[src/hdl/irq_status_pkg.sv]
// Constants and types shared by the interrupt pending-status block
package irq_status_pkg;

	localparam int ADDR_W = 12;
	localparam int DATA_W = 32;
	localparam int STRB_W = DATA_W / 8;
	localparam int CRIT_N = 4;
	localparam int MAIN_N = 17;
	localparam int PER_N  = 22;
	localparam int EXT_N  = 4;

	localparam logic [ADDR_W-1:0] CRIT_MAP_ADDR  = 12'h528;
	localparam logic [ADDR_W-1:0] MAIN_MAP_ADDR  = 12'h52c;
	localparam logic [ADDR_W-1:0] PER_MAP_ADDR   = 12'h530;
	localparam logic [ADDR_W-1:0] ERR_FLAGS_ADDR = 12'h538;
	localparam logic [ADDR_W-1:0] EXT_CTRL_ADDR  = 12'h540;
	localparam logic [ADDR_W-1:0] MAIN_MASK_ADDR = 12'h544;
	localparam logic [ADDR_W-1:0] PER_MASK_ADDR  = 12'h548;

	// Bit n counted from the msb sits at lsb position 31-n
	localparam int CRIT_LSB0     = 27;
	localparam int MAIN_LSB0     = 16;
	localparam int PER_LSB0      = 21;
	localparam int ERR_RO_BIT    = 25;
	localparam int ERR_UNIMP_BIT = 24;
	localparam int EXT_MEE_BIT   = 0;
	localparam int EXT_PIN_LSB   = 1;

	localparam int CRIT_EXT_SRC      = 0;
	localparam int MAIN_SMI_SRC      = 0;
	localparam int MAIN_EXT_LSB      = 1;
	localparam int MAIN_LOW_BANK_SRC = 4;

	localparam logic [MAIN_N-1:0] MAIN_MASK_RST = 17'h1ffff;
	localparam logic [PER_N-1:0]  PER_MASK_RST  = 22'h3fffff;

	localparam logic [1:0] RESP_OKAY   = 2'h0;
	localparam logic [1:0] RESP_SLVERR = 2'h2;
	localparam logic [1:0] RESP_DECERR = 2'h3;

	typedef struct packed {
		logic [EXT_N-1:0] pin_en;
		logic             master_external_enable;
	} ext_ctrl_t;

	localparam ext_ctrl_t EXT_CTRL_RST = '{pin_en: 4'h0, master_external_enable: 1'b0};

	typedef struct packed {
		logic smi;
		logic crit;
		logic core;
	} core_irq_t;

	typedef enum logic {RD_IDLE, RD_DATA} rd_state_t;
	typedef enum logic {WR_COLLECT, WR_RESP} wr_state_t;

endpackage : irq_status_pkg

[src/hdl/pending_bank.sv]
// One bank of level pending bits with its masked request
`timescale 1ns/1ps
module pending_bank #(
	parameter int WIDTH = 4
) (
	input  wire logic             aclk,
	input  wire logic             aresetn,
	input  wire logic [WIDTH-1:0] src,
	input  wire logic [WIDTH-1:0] src_en,
	input  wire logic [WIDTH-1:0] mask,
	output logic      [WIDTH-1:0] pending,
	output logic                  request
);

	logic [WIDTH-1:0] pending_reg;
	logic [WIDTH-1:0] pending_next;

	// A disabled source is never seen; the mask never hides status
	always_comb
	begin
		pending_next = src & src_en;
	end

	always_ff @(posedge aclk)
	begin
		if (!aresetn)
			pending_reg <= '0;
		else
			pending_reg <= pending_next;
	end

	assign pending = pending_reg;
	assign request = |(pending_reg & ~mask);

endmodule : pending_bank

[src/hdl/sticky_flag.sv]
// Sticky flag set by hardware, cleared by software
`timescale 1ns/1ps
module sticky_flag (
	input  wire logic aclk,
	input  wire logic aresetn,
	input  wire logic set,
	input  wire logic clear,
	output logic      flag
);

	logic flag_reg;
	logic flag_next;

	// Set wins so an error in the clearing cycle is kept
	always_comb
	begin
		flag_next = set | (flag_reg & ~clear);
	end

	always_ff @(posedge aclk)
	begin
		if (!aresetn)
			flag_reg <= 1'b0;
		else
			flag_reg <= flag_next;
	end

	assign flag = flag_reg;

endmodule : sticky_flag

[src/hdl/irq_status.sv]
// Interrupt pending-status maps, bus-error flags and AXI4-Lite slave
//
// Decided for this implementation: the AXI4-Lite slave port.
`timescale 1ns/1ps
// Behaviour
// Critical map bits 4..7: pin 0, slice timer one, high bank, wake-up.
// No critical mask; master external enable off blocks pin 0 status.
// Pin 0 enable off: status still set, no critical core interrupt.
// Main map holds sources 0..16 at bits 15..31 while pending.
// Main sources: timer two, pins 1-3, low bank, RTC, GPIO, timers.
// Main mask blocks only the core interrupt, never the status bit; bit 0 here gates the management output instead.
// A source disabled in its own module is neither seen nor recorded.
// Peripheral map holds sources 0..21 at bits 10..31.
// Peripheral status is set whatever the peripheral mask holds.
// Write to a read-only register sets bit 6; write one clears.
// Access to an unimplemented address sets bit 7; write one clears.
// Main source 0 drives only the management output, fixed priority.
// Status maps are read-only; reserved bits read zero.
module irq_status
	import irq_status_pkg::*;
(
	input  wire logic              aclk,
	input  wire logic              aresetn,
	input  wire logic [ADDR_W-1:0] awaddr,
	input  wire logic [2:0]        awprot,
	input  wire logic              awvalid,
	output logic                   awready,
	input  wire logic [DATA_W-1:0] wdata,
	input  wire logic [STRB_W-1:0] wstrb,
	input  wire logic              wvalid,
	output logic                   wready,
	output logic      [1:0]        bresp,
	output logic                   bvalid,
	input  wire logic              bready,
	input  wire logic [ADDR_W-1:0] araddr,
	input  wire logic [2:0]        arprot,
	input  wire logic              arvalid,
	output logic                   arready,
	output logic      [DATA_W-1:0] rdata,
	output logic      [1:0]        rresp,
	output logic                   rvalid,
	input  wire logic              rready,
	input  wire logic [CRIT_N-1:0] crit_src,
	input  wire logic [CRIT_N-1:0] crit_src_en,
	input  wire logic [MAIN_N-1:0] main_src,
	input  wire logic [MAIN_N-1:0] main_src_en,
	input  wire logic [PER_N-1:0]  per_src,
	input  wire logic [PER_N-1:0]  per_src_en,
	output core_irq_t              irq_out,
	output logic                   per_irq
);

	function automatic logic is_status(input logic [ADDR_W-1:0] a);
		if (a == CRIT_MAP_ADDR)
			return 1'b1;
		else if (a == MAIN_MAP_ADDR)
			return 1'b1;
		else if (a == PER_MAP_ADDR)
			return 1'b1;
		else
			return 1'b0;
	endfunction : is_status

	function automatic logic is_rw(input logic [ADDR_W-1:0] a);
		if (a == ERR_FLAGS_ADDR)
			return 1'b1;
		else if (a == EXT_CTRL_ADDR)
			return 1'b1;
		else if (a == MAIN_MASK_ADDR)
			return 1'b1;
		else if (a == PER_MASK_ADDR)
			return 1'b1;
		else
			return 1'b0;
	endfunction : is_rw

	function automatic logic [DATA_W-1:0] lane_mask(
		input logic [STRB_W-1:0] strb);
		logic [DATA_W-1:0] m;
		m = '0;
		for (int i = 0; i < STRB_W; i++)
			m[i*8 +: 8] = {8{strb[i]}};
		return m;
	endfunction : lane_mask

	wr_state_t         wr_state_reg, wr_state_next;
	logic              aw_held_reg, aw_held_next;
	logic              w_held_reg, w_held_next;
	logic [ADDR_W-1:0] wr_addr_reg, wr_addr_next;
	logic [DATA_W-1:0] wr_data_reg, wr_data_next;
	logic [STRB_W-1:0] wr_strb_reg, wr_strb_next;
	logic [1:0]        bresp_reg, bresp_next;
	ext_ctrl_t         ext_ctrl_reg, ext_ctrl_next;
	logic [MAIN_N-1:0] main_mask_reg, main_mask_next;
	logic [PER_N-1:0]  per_mask_reg, per_mask_next;
	rd_state_t         rd_state_reg, rd_state_next;
	logic [DATA_W-1:0] rdata_reg, rdata_next;
	logic [1:0]        rresp_reg, rresp_next;

	logic [CRIT_N-1:0] crit_pending, crit_en_eff, crit_mask_eff;
	logic [MAIN_N-1:0] main_pending, main_en_eff, main_mask_eff;
	logic [PER_N-1:0]  per_pending;
	logic              crit_req, main_req;
	logic [DATA_W-1:0] crit_map, main_map, per_map, err_map;
	logic [DATA_W-1:0] wr_bits, wr_lanes;
	logic              err_ro, err_unimp;
	logic              ro_set, unimp_wr_set, unimp_rd_set;
	logic              ro_clear, unimp_clear;

	// Gating of external pins and effective masks
	always_comb
	begin
		crit_en_eff = crit_src_en;
		crit_en_eff[CRIT_EXT_SRC] = crit_src_en[CRIT_EXT_SRC] &
			ext_ctrl_reg.master_external_enable;
		crit_mask_eff = '0;
		crit_mask_eff[CRIT_EXT_SRC] =
			~ext_ctrl_reg.pin_en[CRIT_EXT_SRC];
		main_en_eff = main_src_en;
		main_mask_eff = main_mask_reg;
		for (int i = 1; i < EXT_N; i++)
		begin
			main_en_eff[MAIN_EXT_LSB+i-1] = main_src_en[MAIN_EXT_LSB+i-1] &
				ext_ctrl_reg.master_external_enable;
			main_mask_eff[MAIN_EXT_LSB+i-1] =
				main_mask_reg[MAIN_EXT_LSB+i-1] | ~ext_ctrl_reg.pin_en[i];
		end
		// Timer two never reaches the normal core line
		main_mask_eff[MAIN_SMI_SRC] = 1'b1;
	end

	pending_bank #(.WIDTH(CRIT_N)) crit_bank (
		.aclk    (aclk),
		.aresetn (aresetn),
		.src     (crit_src),
		.src_en  (crit_en_eff),
		.mask    (crit_mask_eff),
		.pending (crit_pending),
		.request (crit_req)
	);

	pending_bank #(.WIDTH(MAIN_N)) main_bank (
		.aclk    (aclk),
		.aresetn (aresetn),
		.src     (main_src),
		.src_en  (main_en_eff),
		.mask    (main_mask_eff),
		.pending (main_pending),
		.request (main_req)
	);

	pending_bank #(.WIDTH(PER_N)) per_bank (
		.aclk    (aclk),
		.aresetn (aresetn),
		.src     (per_src),
		.src_en  (per_src_en),
		.mask    (per_mask_reg),
		.pending (per_pending),
		.request (per_irq)
	);

	sticky_flag ro_flag (
		.aclk    (aclk),
		.aresetn (aresetn),
		.set     (ro_set),
		.clear   (ro_clear),
		.flag    (err_ro)
	);

	sticky_flag unimp_flag (
		.aclk    (aclk),
		.aresetn (aresetn),
		.set     (unimp_wr_set | unimp_rd_set),
		.clear   (unimp_clear),
		.flag    (err_unimp)
	);

	assign irq_out.crit = crit_req;
	assign irq_out.core = main_req;
	assign irq_out.smi  = main_pending[MAIN_SMI_SRC] &
		~main_mask_reg[MAIN_SMI_SRC];

	// Bit-reversed placement of the status maps
	always_comb
	begin
		crit_map = '0;
		main_map = '0;
		per_map  = '0;
		err_map  = '0;
		for (int i = 0; i < CRIT_N; i++)
			crit_map[CRIT_LSB0-i] = crit_pending[i];
		for (int i = 0; i < MAIN_N; i++)
			main_map[MAIN_LSB0-i] = main_pending[i];
		for (int i = 0; i < PER_N; i++)
			per_map[PER_LSB0-i] = per_pending[i];
		err_map[ERR_RO_BIT]    = err_ro;
		err_map[ERR_UNIMP_BIT] = err_unimp;
	end

	assign awready = (wr_state_reg == WR_COLLECT) && !aw_held_reg;
	assign wready  = (wr_state_reg == WR_COLLECT) && !w_held_reg;
	assign bvalid  = (wr_state_reg == WR_RESP);
	assign bresp   = bresp_reg;
	assign wr_lanes = lane_mask(wr_strb_reg);
	assign wr_bits  = wr_data_reg & wr_lanes;

	// Address and data are caught in either order, then executed
	always_comb
	begin
		wr_state_next  = wr_state_reg;
		aw_held_next   = aw_held_reg;
		w_held_next    = w_held_reg;
		wr_addr_next   = wr_addr_reg;
		wr_data_next   = wr_data_reg;
		wr_strb_next   = wr_strb_reg;
		bresp_next     = bresp_reg;
		ext_ctrl_next  = ext_ctrl_reg;
		main_mask_next = main_mask_reg;
		per_mask_next  = per_mask_reg;
		ro_set         = 1'b0;
		unimp_wr_set   = 1'b0;
		ro_clear       = 1'b0;
		unimp_clear    = 1'b0;
		if (awvalid && awready)
		begin
			aw_held_next = 1'b1;
			wr_addr_next = awaddr;
		end
		if (wvalid && wready)
		begin
			w_held_next  = 1'b1;
			wr_data_next = wdata;
			wr_strb_next = wstrb;
		end
		case (wr_state_reg)
			WR_COLLECT:
			begin
				if (aw_held_reg && w_held_reg)
				begin
					aw_held_next  = 1'b0;
					w_held_next   = 1'b0;
					wr_state_next = WR_RESP;
					bresp_next    = RESP_OKAY;
					if (is_status(wr_addr_reg))
					begin
						ro_set     = 1'b1;
						bresp_next = RESP_SLVERR;
					end
					else if (wr_addr_reg == ERR_FLAGS_ADDR)
					begin
						ro_clear    = wr_bits[ERR_RO_BIT];
						unimp_clear = wr_bits[ERR_UNIMP_BIT];
					end
					else if (wr_addr_reg == EXT_CTRL_ADDR)
					begin
						if (wr_strb_reg[0])
						begin
							ext_ctrl_next.master_external_enable =
								wr_data_reg[EXT_MEE_BIT];
							ext_ctrl_next.pin_en =
								wr_data_reg[EXT_PIN_LSB +: EXT_N];
						end
					end
					else if (wr_addr_reg == MAIN_MASK_ADDR)
						main_mask_next = wr_bits[MAIN_N-1:0] |
							(main_mask_reg &
							~wr_lanes[MAIN_N-1:0]);
					else if (wr_addr_reg == PER_MASK_ADDR)
						per_mask_next = wr_bits[PER_N-1:0] |
							(per_mask_reg &
							~wr_lanes[PER_N-1:0]);
					else
					begin
						unimp_wr_set = 1'b1;
						bresp_next   = RESP_DECERR;
					end
				end
			end
			WR_RESP:
			begin
				if (bready)
					wr_state_next = WR_COLLECT;
			end
			default:
				wr_state_next = WR_COLLECT;
		endcase
	end

	assign arready = (rd_state_reg == RD_IDLE);
	assign rvalid  = (rd_state_reg == RD_DATA);
	assign rdata   = rdata_reg;
	assign rresp   = rresp_reg;

	// Read data is latched at the address edge, so it is a snapshot
	always_comb
	begin
		rd_state_next = rd_state_reg;
		rdata_next    = rdata_reg;
		rresp_next    = rresp_reg;
		unimp_rd_set  = 1'b0;
		case (rd_state_reg)
			RD_IDLE:
			begin
				if (arvalid)
				begin
					rd_state_next = RD_DATA;
					rresp_next    = RESP_OKAY;
					if (araddr == CRIT_MAP_ADDR)
						rdata_next = crit_map;
					else if (araddr == MAIN_MAP_ADDR)
						rdata_next = main_map;
					else if (araddr == PER_MAP_ADDR)
						rdata_next = per_map;
					else if (araddr == ERR_FLAGS_ADDR)
						rdata_next = err_map;
					else if (araddr == EXT_CTRL_ADDR)
						rdata_next = DATA_W'(ext_ctrl_reg);
					else if (araddr == MAIN_MASK_ADDR)
						rdata_next = DATA_W'(main_mask_reg);
					else if (araddr == PER_MASK_ADDR)
						rdata_next = DATA_W'(per_mask_reg);
					else
					begin
						rdata_next   = '0;
						rresp_next   = RESP_DECERR;
						unimp_rd_set = 1'b1;
					end
				end
			end
			RD_DATA:
			begin
				if (rready)
					rd_state_next = RD_IDLE;
			end
			default:
				rd_state_next = RD_IDLE;
		endcase
	end

	always_ff @(posedge aclk)
	begin
		if (!aresetn)
		begin
			wr_state_reg  <= WR_COLLECT;
			aw_held_reg   <= 1'b0;
			w_held_reg    <= 1'b0;
			wr_addr_reg   <= '0;
			wr_data_reg   <= '0;
			wr_strb_reg   <= '0;
			bresp_reg     <= RESP_OKAY;
			ext_ctrl_reg  <= EXT_CTRL_RST;
			main_mask_reg <= MAIN_MASK_RST;
			per_mask_reg  <= PER_MASK_RST;
			rd_state_reg  <= RD_IDLE;
			rdata_reg     <= '0;
			rresp_reg     <= RESP_OKAY;
		end
		else
		begin
			wr_state_reg  <= wr_state_next;
			aw_held_reg   <= aw_held_next;
			w_held_reg    <= w_held_next;
			wr_addr_reg   <= wr_addr_next;
			wr_data_reg   <= wr_data_next;
			wr_strb_reg   <= wr_strb_next;
			bresp_reg     <= bresp_next;
			ext_ctrl_reg  <= ext_ctrl_next;
			main_mask_reg <= main_mask_next;
			per_mask_reg  <= per_mask_next;
			rd_state_reg  <= rd_state_next;
			rdata_reg     <= rdata_next;
			rresp_reg     <= rresp_next;
		end
	end
endmodule : irq_status

[config.mk]
export PLATFORM = sky130hd
export DESIGN_NAME = irq_status
export DESIGN_NICKNAME = d
export VERILOG_FILES = /design/src/hdl/irq_status_pkg.sv /design/src/hdl/pending_bank.sv /design/src/hdl/sticky_flag.sv /design/src/hdl/irq_status.sv
export SDC_FILE = /design/constraint.sdc
export NUM_CORES = 1
export LEC_CHECK = 0
export ABC_AREA = 1
export BUFFER_PORTS_ARGS = -buffer_cell sky130_fd_sc_hd__buf_2
export CORE_MARGIN = 2
export CORE_UTILIZATION = 30
export CTS_CLUSTER_DIAMETER = 120
export DETAILED_ROUTE_END_ITERATION = 8
export PLACE_DENSITY = 0.51
export SYNTH_ARGS = -nofsm -noshare
export SYNTH_HDL_FRONTEND = slang
export SYNTH_SLANG_ARGS = --single-unit
[constraint.sdc]
create_clock -name aclk -period 2.44 [get_ports aclk]
set_input_delay 0.488 -clock aclk [delete_from_list [all_inputs] [get_ports aclk]]
set_output_delay 0.488 -clock aclk [all_outputs]
set_load 0.05 [all_outputs]
==> results of run 1 <==
per-stage QoR:
stage	std cells	hold WS, ps	power [uW]	utilization [%]	cell area [um^2]
after floorplan	966	429	3260	-	7010
after detailed placement	1417	451	3500	35.8	8160
after CTS	1449	259	6270	38.5	8770
after global routing	1449	267	6470	38.5	8780
final	1449	275	6190	38.5	8780
after global placement	1417	443	3490	35.8	8160
tightest hold or removal path, cell delays in order:
cell and delay, ps:
buf_2 90, nand2_1 50, nor2_1 30
metal layers:
metal / global-route usage, % / up-vias / share of wire [%]
li1: - / 3492 / -
met1: 25.3 / 2977 / 51
met2: 24.2 / 210 / 41
met3: 3.16 / 26 / 5.6
met4: 5.90 / 0 / 2.0
met5: 0 / - / 0
power breakdown:
| part | switching (uW) | internal (uW) | total (uW) |
|---|---|---|---|
| logic | 393 | 202 | 595 |
| registers | 85.1 | 2750 | 2840 |
| clock network | 1090 | 1670 | 2760 |
cell families (layout without fill, tap and decap cells):
kind of cell    count (synthesis)  after routing  synth area share (%)
buf+inv                       147            317                  9.16
simple gates                  469            469                  30.3
flops                         162            162                  46.4
compound gates                182            182                  14.1
other cells                     1              6                0.0536
cells in the final DEF (no fill, tap or decap), types with 3 or more instances in the layout:
master / count
buf_2: 183
o211ai_1: 6
o21ai_1: 21
nor3_1: 5
nor2_2: 3
clkbuf_16: 17
nand3_2: 5
bufinv_16: 3
inv_2: 9
o22ai_1: 17
nand4_1: 50
nand2_1: 174
conb_1: 6
nand2_4: 3
dfxtp_1: 162
clkinv_2: 4
inv_1: 76
o2111ai_1: 3
buf_4: 15
o21ai_0: 72
nor2_1: 143
nand3_1: 72
nor2_4: 4
a21oi_1: 55
path summary, 6_finish.rpt:
check | from | endpoint | slack (ps) | depth (start not counted)
max | flip-flop | irq_out[0] | 80 | 4
min | crit_src_en[0] | crit_bank.pending[0] | 270 | 3
max reg2reg | wr_addr_reg[0] | flip-flop | 550 | 6
min reg2reg | flip-flop | flip-flop | 460 | 2
repair_timing:
| item | 4_1_cts | 5_1_grt |
|---|---|---|
| gates resized for setup | 0 | 1 |
| buffers inserted | 0 | 0 |
| hold buffers | 0 | 0 |
| setup endpoints to repair | 0 | 1 |
layout make-up:
cell class | instances | area, um^2
Clock inverter | 12 | 155
Tap cell | 313 | 392
Fill cell | 2482 | 14000
Inverter | 85 | 319
Sequential cell | 162 | 3240
Clock buffer | 20 | 457
Timing Repair Buffer | 200 | 1070
Multi-Input combinational cell | 657 | 3140
==> summary.txt, run 1 <==
Layout
  – Share of cells above drive strength 1: 23.1%
  – Nets: 1282
  – Area grow syn2layout: 25.5%
  – Number of diodes: 0

Yosys
  – Primary FF master, synth: dfxtp_1
  – Synth top area share: 46.4%
  – FF+latch count, synth: 162
  – Leading post-synthesis cells by instance count: nand2_1, dfxtp_1, nor2_1, inv_1
  – Top cells by area, synth: dfxtp_1, nand2_1, nor2_1, nand3_1, o21ai_0
  – Most frequent cell after synthesis: nand2_1
  – Ys Warns: 0
  – Area leader, netlist: dfxtp_1
  – Sequential fraction of the synthesis area: 46.4%
  – FFs w/ async S/R, synth: 0%
  – Syn avg cell area: 7.28 um^2
  – Post-Synthesis Cells: 961
  – Post-synthesis cell area: 6990 um^2
  – Library cells used by synthesis: 36
  – Post-synth EDFFs: 0

Detailed routing
  – First DRT Iteration DRCs: 458
  – Initial DRT Pass Iterations: 5
  – Wire per inst: 14.4 um
  – Vias/cell: 4.63
  – Via count: 6705
  – DRC: 0
  – Post-route antenna net violation count: 0
  – Final wirelength: 20.8 mm

Critical path
  – Slowest library cell on the worst path: nor4_1
  – Startpoint Class: flip-flop
  – CP Class: reg -> out
  – CP max FO: 3
  – Data arrival, critical path: 1870 ps
  – Cell family with most CP delay: simple AND/OR/NAND/NOR gates
  – Cells along the critical path: o22ai_1 -> nor4_1 -> o2111ai_1 -> buf_2
  – Crit. End Element: primary output
  – Crit path buffers/inverters: 1
  – Worst EP required: 1950 ps
  – Crit-path max cell delay: 420 ps

Pwr
  – PD cells: 706 nW/um^2
  – VDD IR-drop max: 0.431 mV
  – Leak pwr: 0.00406 uW

Clock tree
  – Sink Count: 162
  – Clk_lat worst skew: 430 ps
  – Clock tree from TritonCTS: done
  – CTS clk-pin slew, worst paths: 60 ps
  – CTS buffer count: 17
  – Htree depth: 4
  – Root Driver: clkbuf_16
  – Max clock buf depth: 2

Floorplanning
  – Initial Util: 30.7%
  – Die width: 157 um
  – Row cnt: 55
  – Vert. Die Dim: 157 um
  – # IOs: 204
  – Die area: 24600 um^2
  – Core area: 22800 um^2

Timing
  – Final WS setup: 84.7 ps
  – Worst-Margin Slew: 666 ps
  – Pins Over Slew Limit: 0
  – Clk_skew: 9.72 ps
  – Slew HR: 55.5%
  – Final hold viol count: 0
  – RSZ-0062 raised after global routing: false
  – Max Fclk: 425 MHz
  – Final cycle utilization of the critical path: 96.5%
  – Min cycle time layout: 2360 ps
  – Setup Viol. Count Final: 0
  – TNS Setup: 0 ps

Run status
  – Outcome: completed

Placed design
  – Post-Place Worst Slack: 463 ps
  – # port buffers: 183
  – GPL Wtd Cong: 0.867
  – DP HPWL: 15.7 mm

Global route
  – Initial antenna violation count: 0
  – Largest net degree at the start of global routing: 63
  – Vias in the first global route: 6051
  – First-pass GRT wire length: 32.4 mm
  – Grt total ovfl: 0
  – Total track usage: 17.0%

Run
  – Max-cap viol count: 0

Worst hold path
  – Hold crit path type: in -> reg
Note: power is estimated with default switching activity, not from simulation.
==> run 2: changes to the inputs <==
--- a/config.mk
+++ b/config.mk
@@ -7,10 +7,10 @@
 export LEC_CHECK = 0
 export ABC_AREA = 1
-export BUFFER_PORTS_ARGS = -buffer_cell sky130_fd_sc_hd__buf_2
 export CORE_MARGIN = 2
 export CORE_UTILIZATION = 30
 export CTS_CLUSTER_DIAMETER = 120
 export DETAILED_ROUTE_END_ITERATION = 8
-export PLACE_DENSITY = 0.51
+export DONT_BUFFER_PORTS = 1
+export PLACE_DENSITY = 0.44
 export SYNTH_ARGS = -nofsm -noshare
 export SYNTH_HDL_FRONTEND = slang
==> constraint.sdc (replaced) <==
create_clock -name aclk -period 2.44 [get_ports aclk]
set_input_delay 0.244 -clock aclk [delete_from_list [all_inputs] [get_ports aclk]]
set_output_delay 0.244 -clock aclk [all_outputs]
set_load 0.05 [all_outputs]
==> run 2 against run 1 <==
- combinational power about the same
- routed wire length increased by 8.6%
- clock power decreased by 7%
- non-clock buffer count decreased by 67
- cell area increased by 1.8%
- global-route usage increased by 1.6 points
- critical path depth unchanged
- critical endpoint unchanged
==> summary.txt, run 2 (same netlist as run 1, synthesis figures left out) <==
Run status
  – Outcome: completed

Timing
  – Clk_skew: 15.4 ps
  – Hold_ws: 8.72 ps
  – Final hold viol count: 0
  – Setup Viol. Count Final: 0
  – Slew HR: 53.9%
  – Worst-Margin Slew: 690 ps
  – RSZ-0062 raised after global routing: false
  – Max Fclk: 446 MHz
  – Final cycle utilization of the critical path: 91.9%
  – Min cycle time layout: 2240 ps
  – TNS Setup: 0 ps
  – Pins Over Slew Limit: 0

Clock tree
  – Post-CTS setup buffer count: 0
  – Htree depth: 4
  – Root Driver: clkbuf_16
  – Post-CTS Hold Buffers: 108
  – Clock tree from TritonCTS: done
  – Sink Count: 162
  – CTS buffer count: 17
  – CTS clk-pin slew, worst paths: 60 ps
  – Max clock buf depth: 2
  – Clk_lat worst skew: 430 ps
  – Post-cts resize count: 0

Layout
  – Nets: 1215
  – Area grow syn2layout: 27.8%
  – Non-Filler Instances: 1382
  – Commonest non-fill, non-tap cell in the layout: nand2_1
  – Commonest non-fill, non-tap cells in the layout: nand2_1, dfxtp_1, nor2_1
  – Share of cells above drive strength 1: 8.05%
  – Fillcell total: 2426

Floorplanning
  – Initial Util: 30.7%
  – Die area: 24600 um^2
  – Row cnt: 55
  – Core area: 22800 um^2
  – Vert. Die Dim: 157 um
  – Die width: 157 um
  – # IOs: 204

Global route
  – Grt total ovfl: 0
  – Total track usage: 18.6%
  – Largest net degree at the start of global routing: 74
  – Vias in the first global route: 6263
  – First-pass GRT wire length: 34.9 mm
  – Initial antenna violation count: 0

Critical path
  – Data arrival, critical path: 2000 ps
  – CP max FO: 3
  – Worst EP required: 2200 ps
  – CP Class: reg -> out
  – Startpoint Class: flip-flop
  – Worst reg-to-reg path cell count: 9
  – Crit. End Element: primary output

Detailed routing
  – Initial DRT Pass Iterations: 4
  – Final wirelength: 22.6 mm
  – Post-route antenna net violation count: 0
  – First DRT Iteration DRCs: 428
  – Wire per inst: 16.3 um
  – DRC: 0
  – Vias/cell: 4.77
  – Via count: 6590

Pwr
  – NetSw: 1640 uW
  – Net Sw Frac: 27.2%
  – Pint: 4400 uW
  – Leak pwr: 0.00367 uW
  – Clk pwr share: 42.7%
  – VDD IR-drop max: 0.484 mV
  – Total power: 6040 uW
  – Seq pwr share: 47.4%
  – PD cells: 676 nW/um^2
  – Comb pwr share: 9.9%

Worst hold path
  – WHS Path Cells: 2
  – Hold crit path type: in -> reg

Placed design
  – GPL Wtd Cong: 0.832
  – DP HPWL: 15.6 mm
  – # port buffers: 0
  – Dpl cells: 1242

Run
  – Max-cap viol count: 0
[run 2: cell count changes in the layout (fill, tap and decap cells not counted), moves of 3 or more]
cell / delta
inv_6: +3
buf_4: +10
buf_2: -183
clkinv_2: -4
clkinvlp_4: +5
dlygate4sd3_1: +107
[run 2: layout make-up]
| type | instances | area (um^2) | area share [%] |
|---|---|---|---|
| well taps | 313 | 392 | 4.38 |
| flip-flops and latches | 162 | 3240 | 36.3 |
| clock buffers | 18 | 429 | 4.80 |
| repair buffers | 133 | 1290 | 14.4 |
| multi-input cells | 657 | 3140 | 35.1 |
| diodes | 1 | 2.50 | 0.0280 |
| inverters | 85 | 319 | 3.57 |
| clock inverters | 13 | 128 | 1.43 |
[run 2: worst max-delay path, stage by stage (launching register included)]
cell and delay (ps):
dfxtp_1 440, o22ai_1 120, nor4_1 470, o2111ai_1 280
buf_4 270
[run 2: per-stage QoR]
stage | setup slack (ps) | utilization [%] | area [um^2]
after floorplan | 370 | - | 7010
after global placement | 419 | 32.0 | 7280
after detailed placement | 431 | 32.0 | 7280
after CTS | 98.3 | 39.2 | 8930
after global routing | 170 | 39.2 | 8930
final | 199 | 39.2 | 8940
[run 2: power by group through the flow]
stage	Combinational (uW)	Clock, uW	Sequential [uW]
floorplan	378	0	2890
global placement	436	0	2920
detailed placement	437	0	2930
CTS	601	2650	2870
global route	672	2750	2880
finish	598	2580	2870
[run 2: metal layers]
metal	wire, um	GRT usage [%]
met3	1040	3.77
met2	9430	26.8
met1	11700	27.6
met4	371	5.64
met5	0	0
[run 2: final timing paths]
kind | to | slack [ps] | from
setup / recovery | irq_out[0] | 200 | flip-flop
hold / removal | wr_data_reg[10] | 9 | aresetn
setup reg to reg | unimp_flag.flag | 430 | rvalid
hold reg to reg | flip-flop | 460 | flip-flop
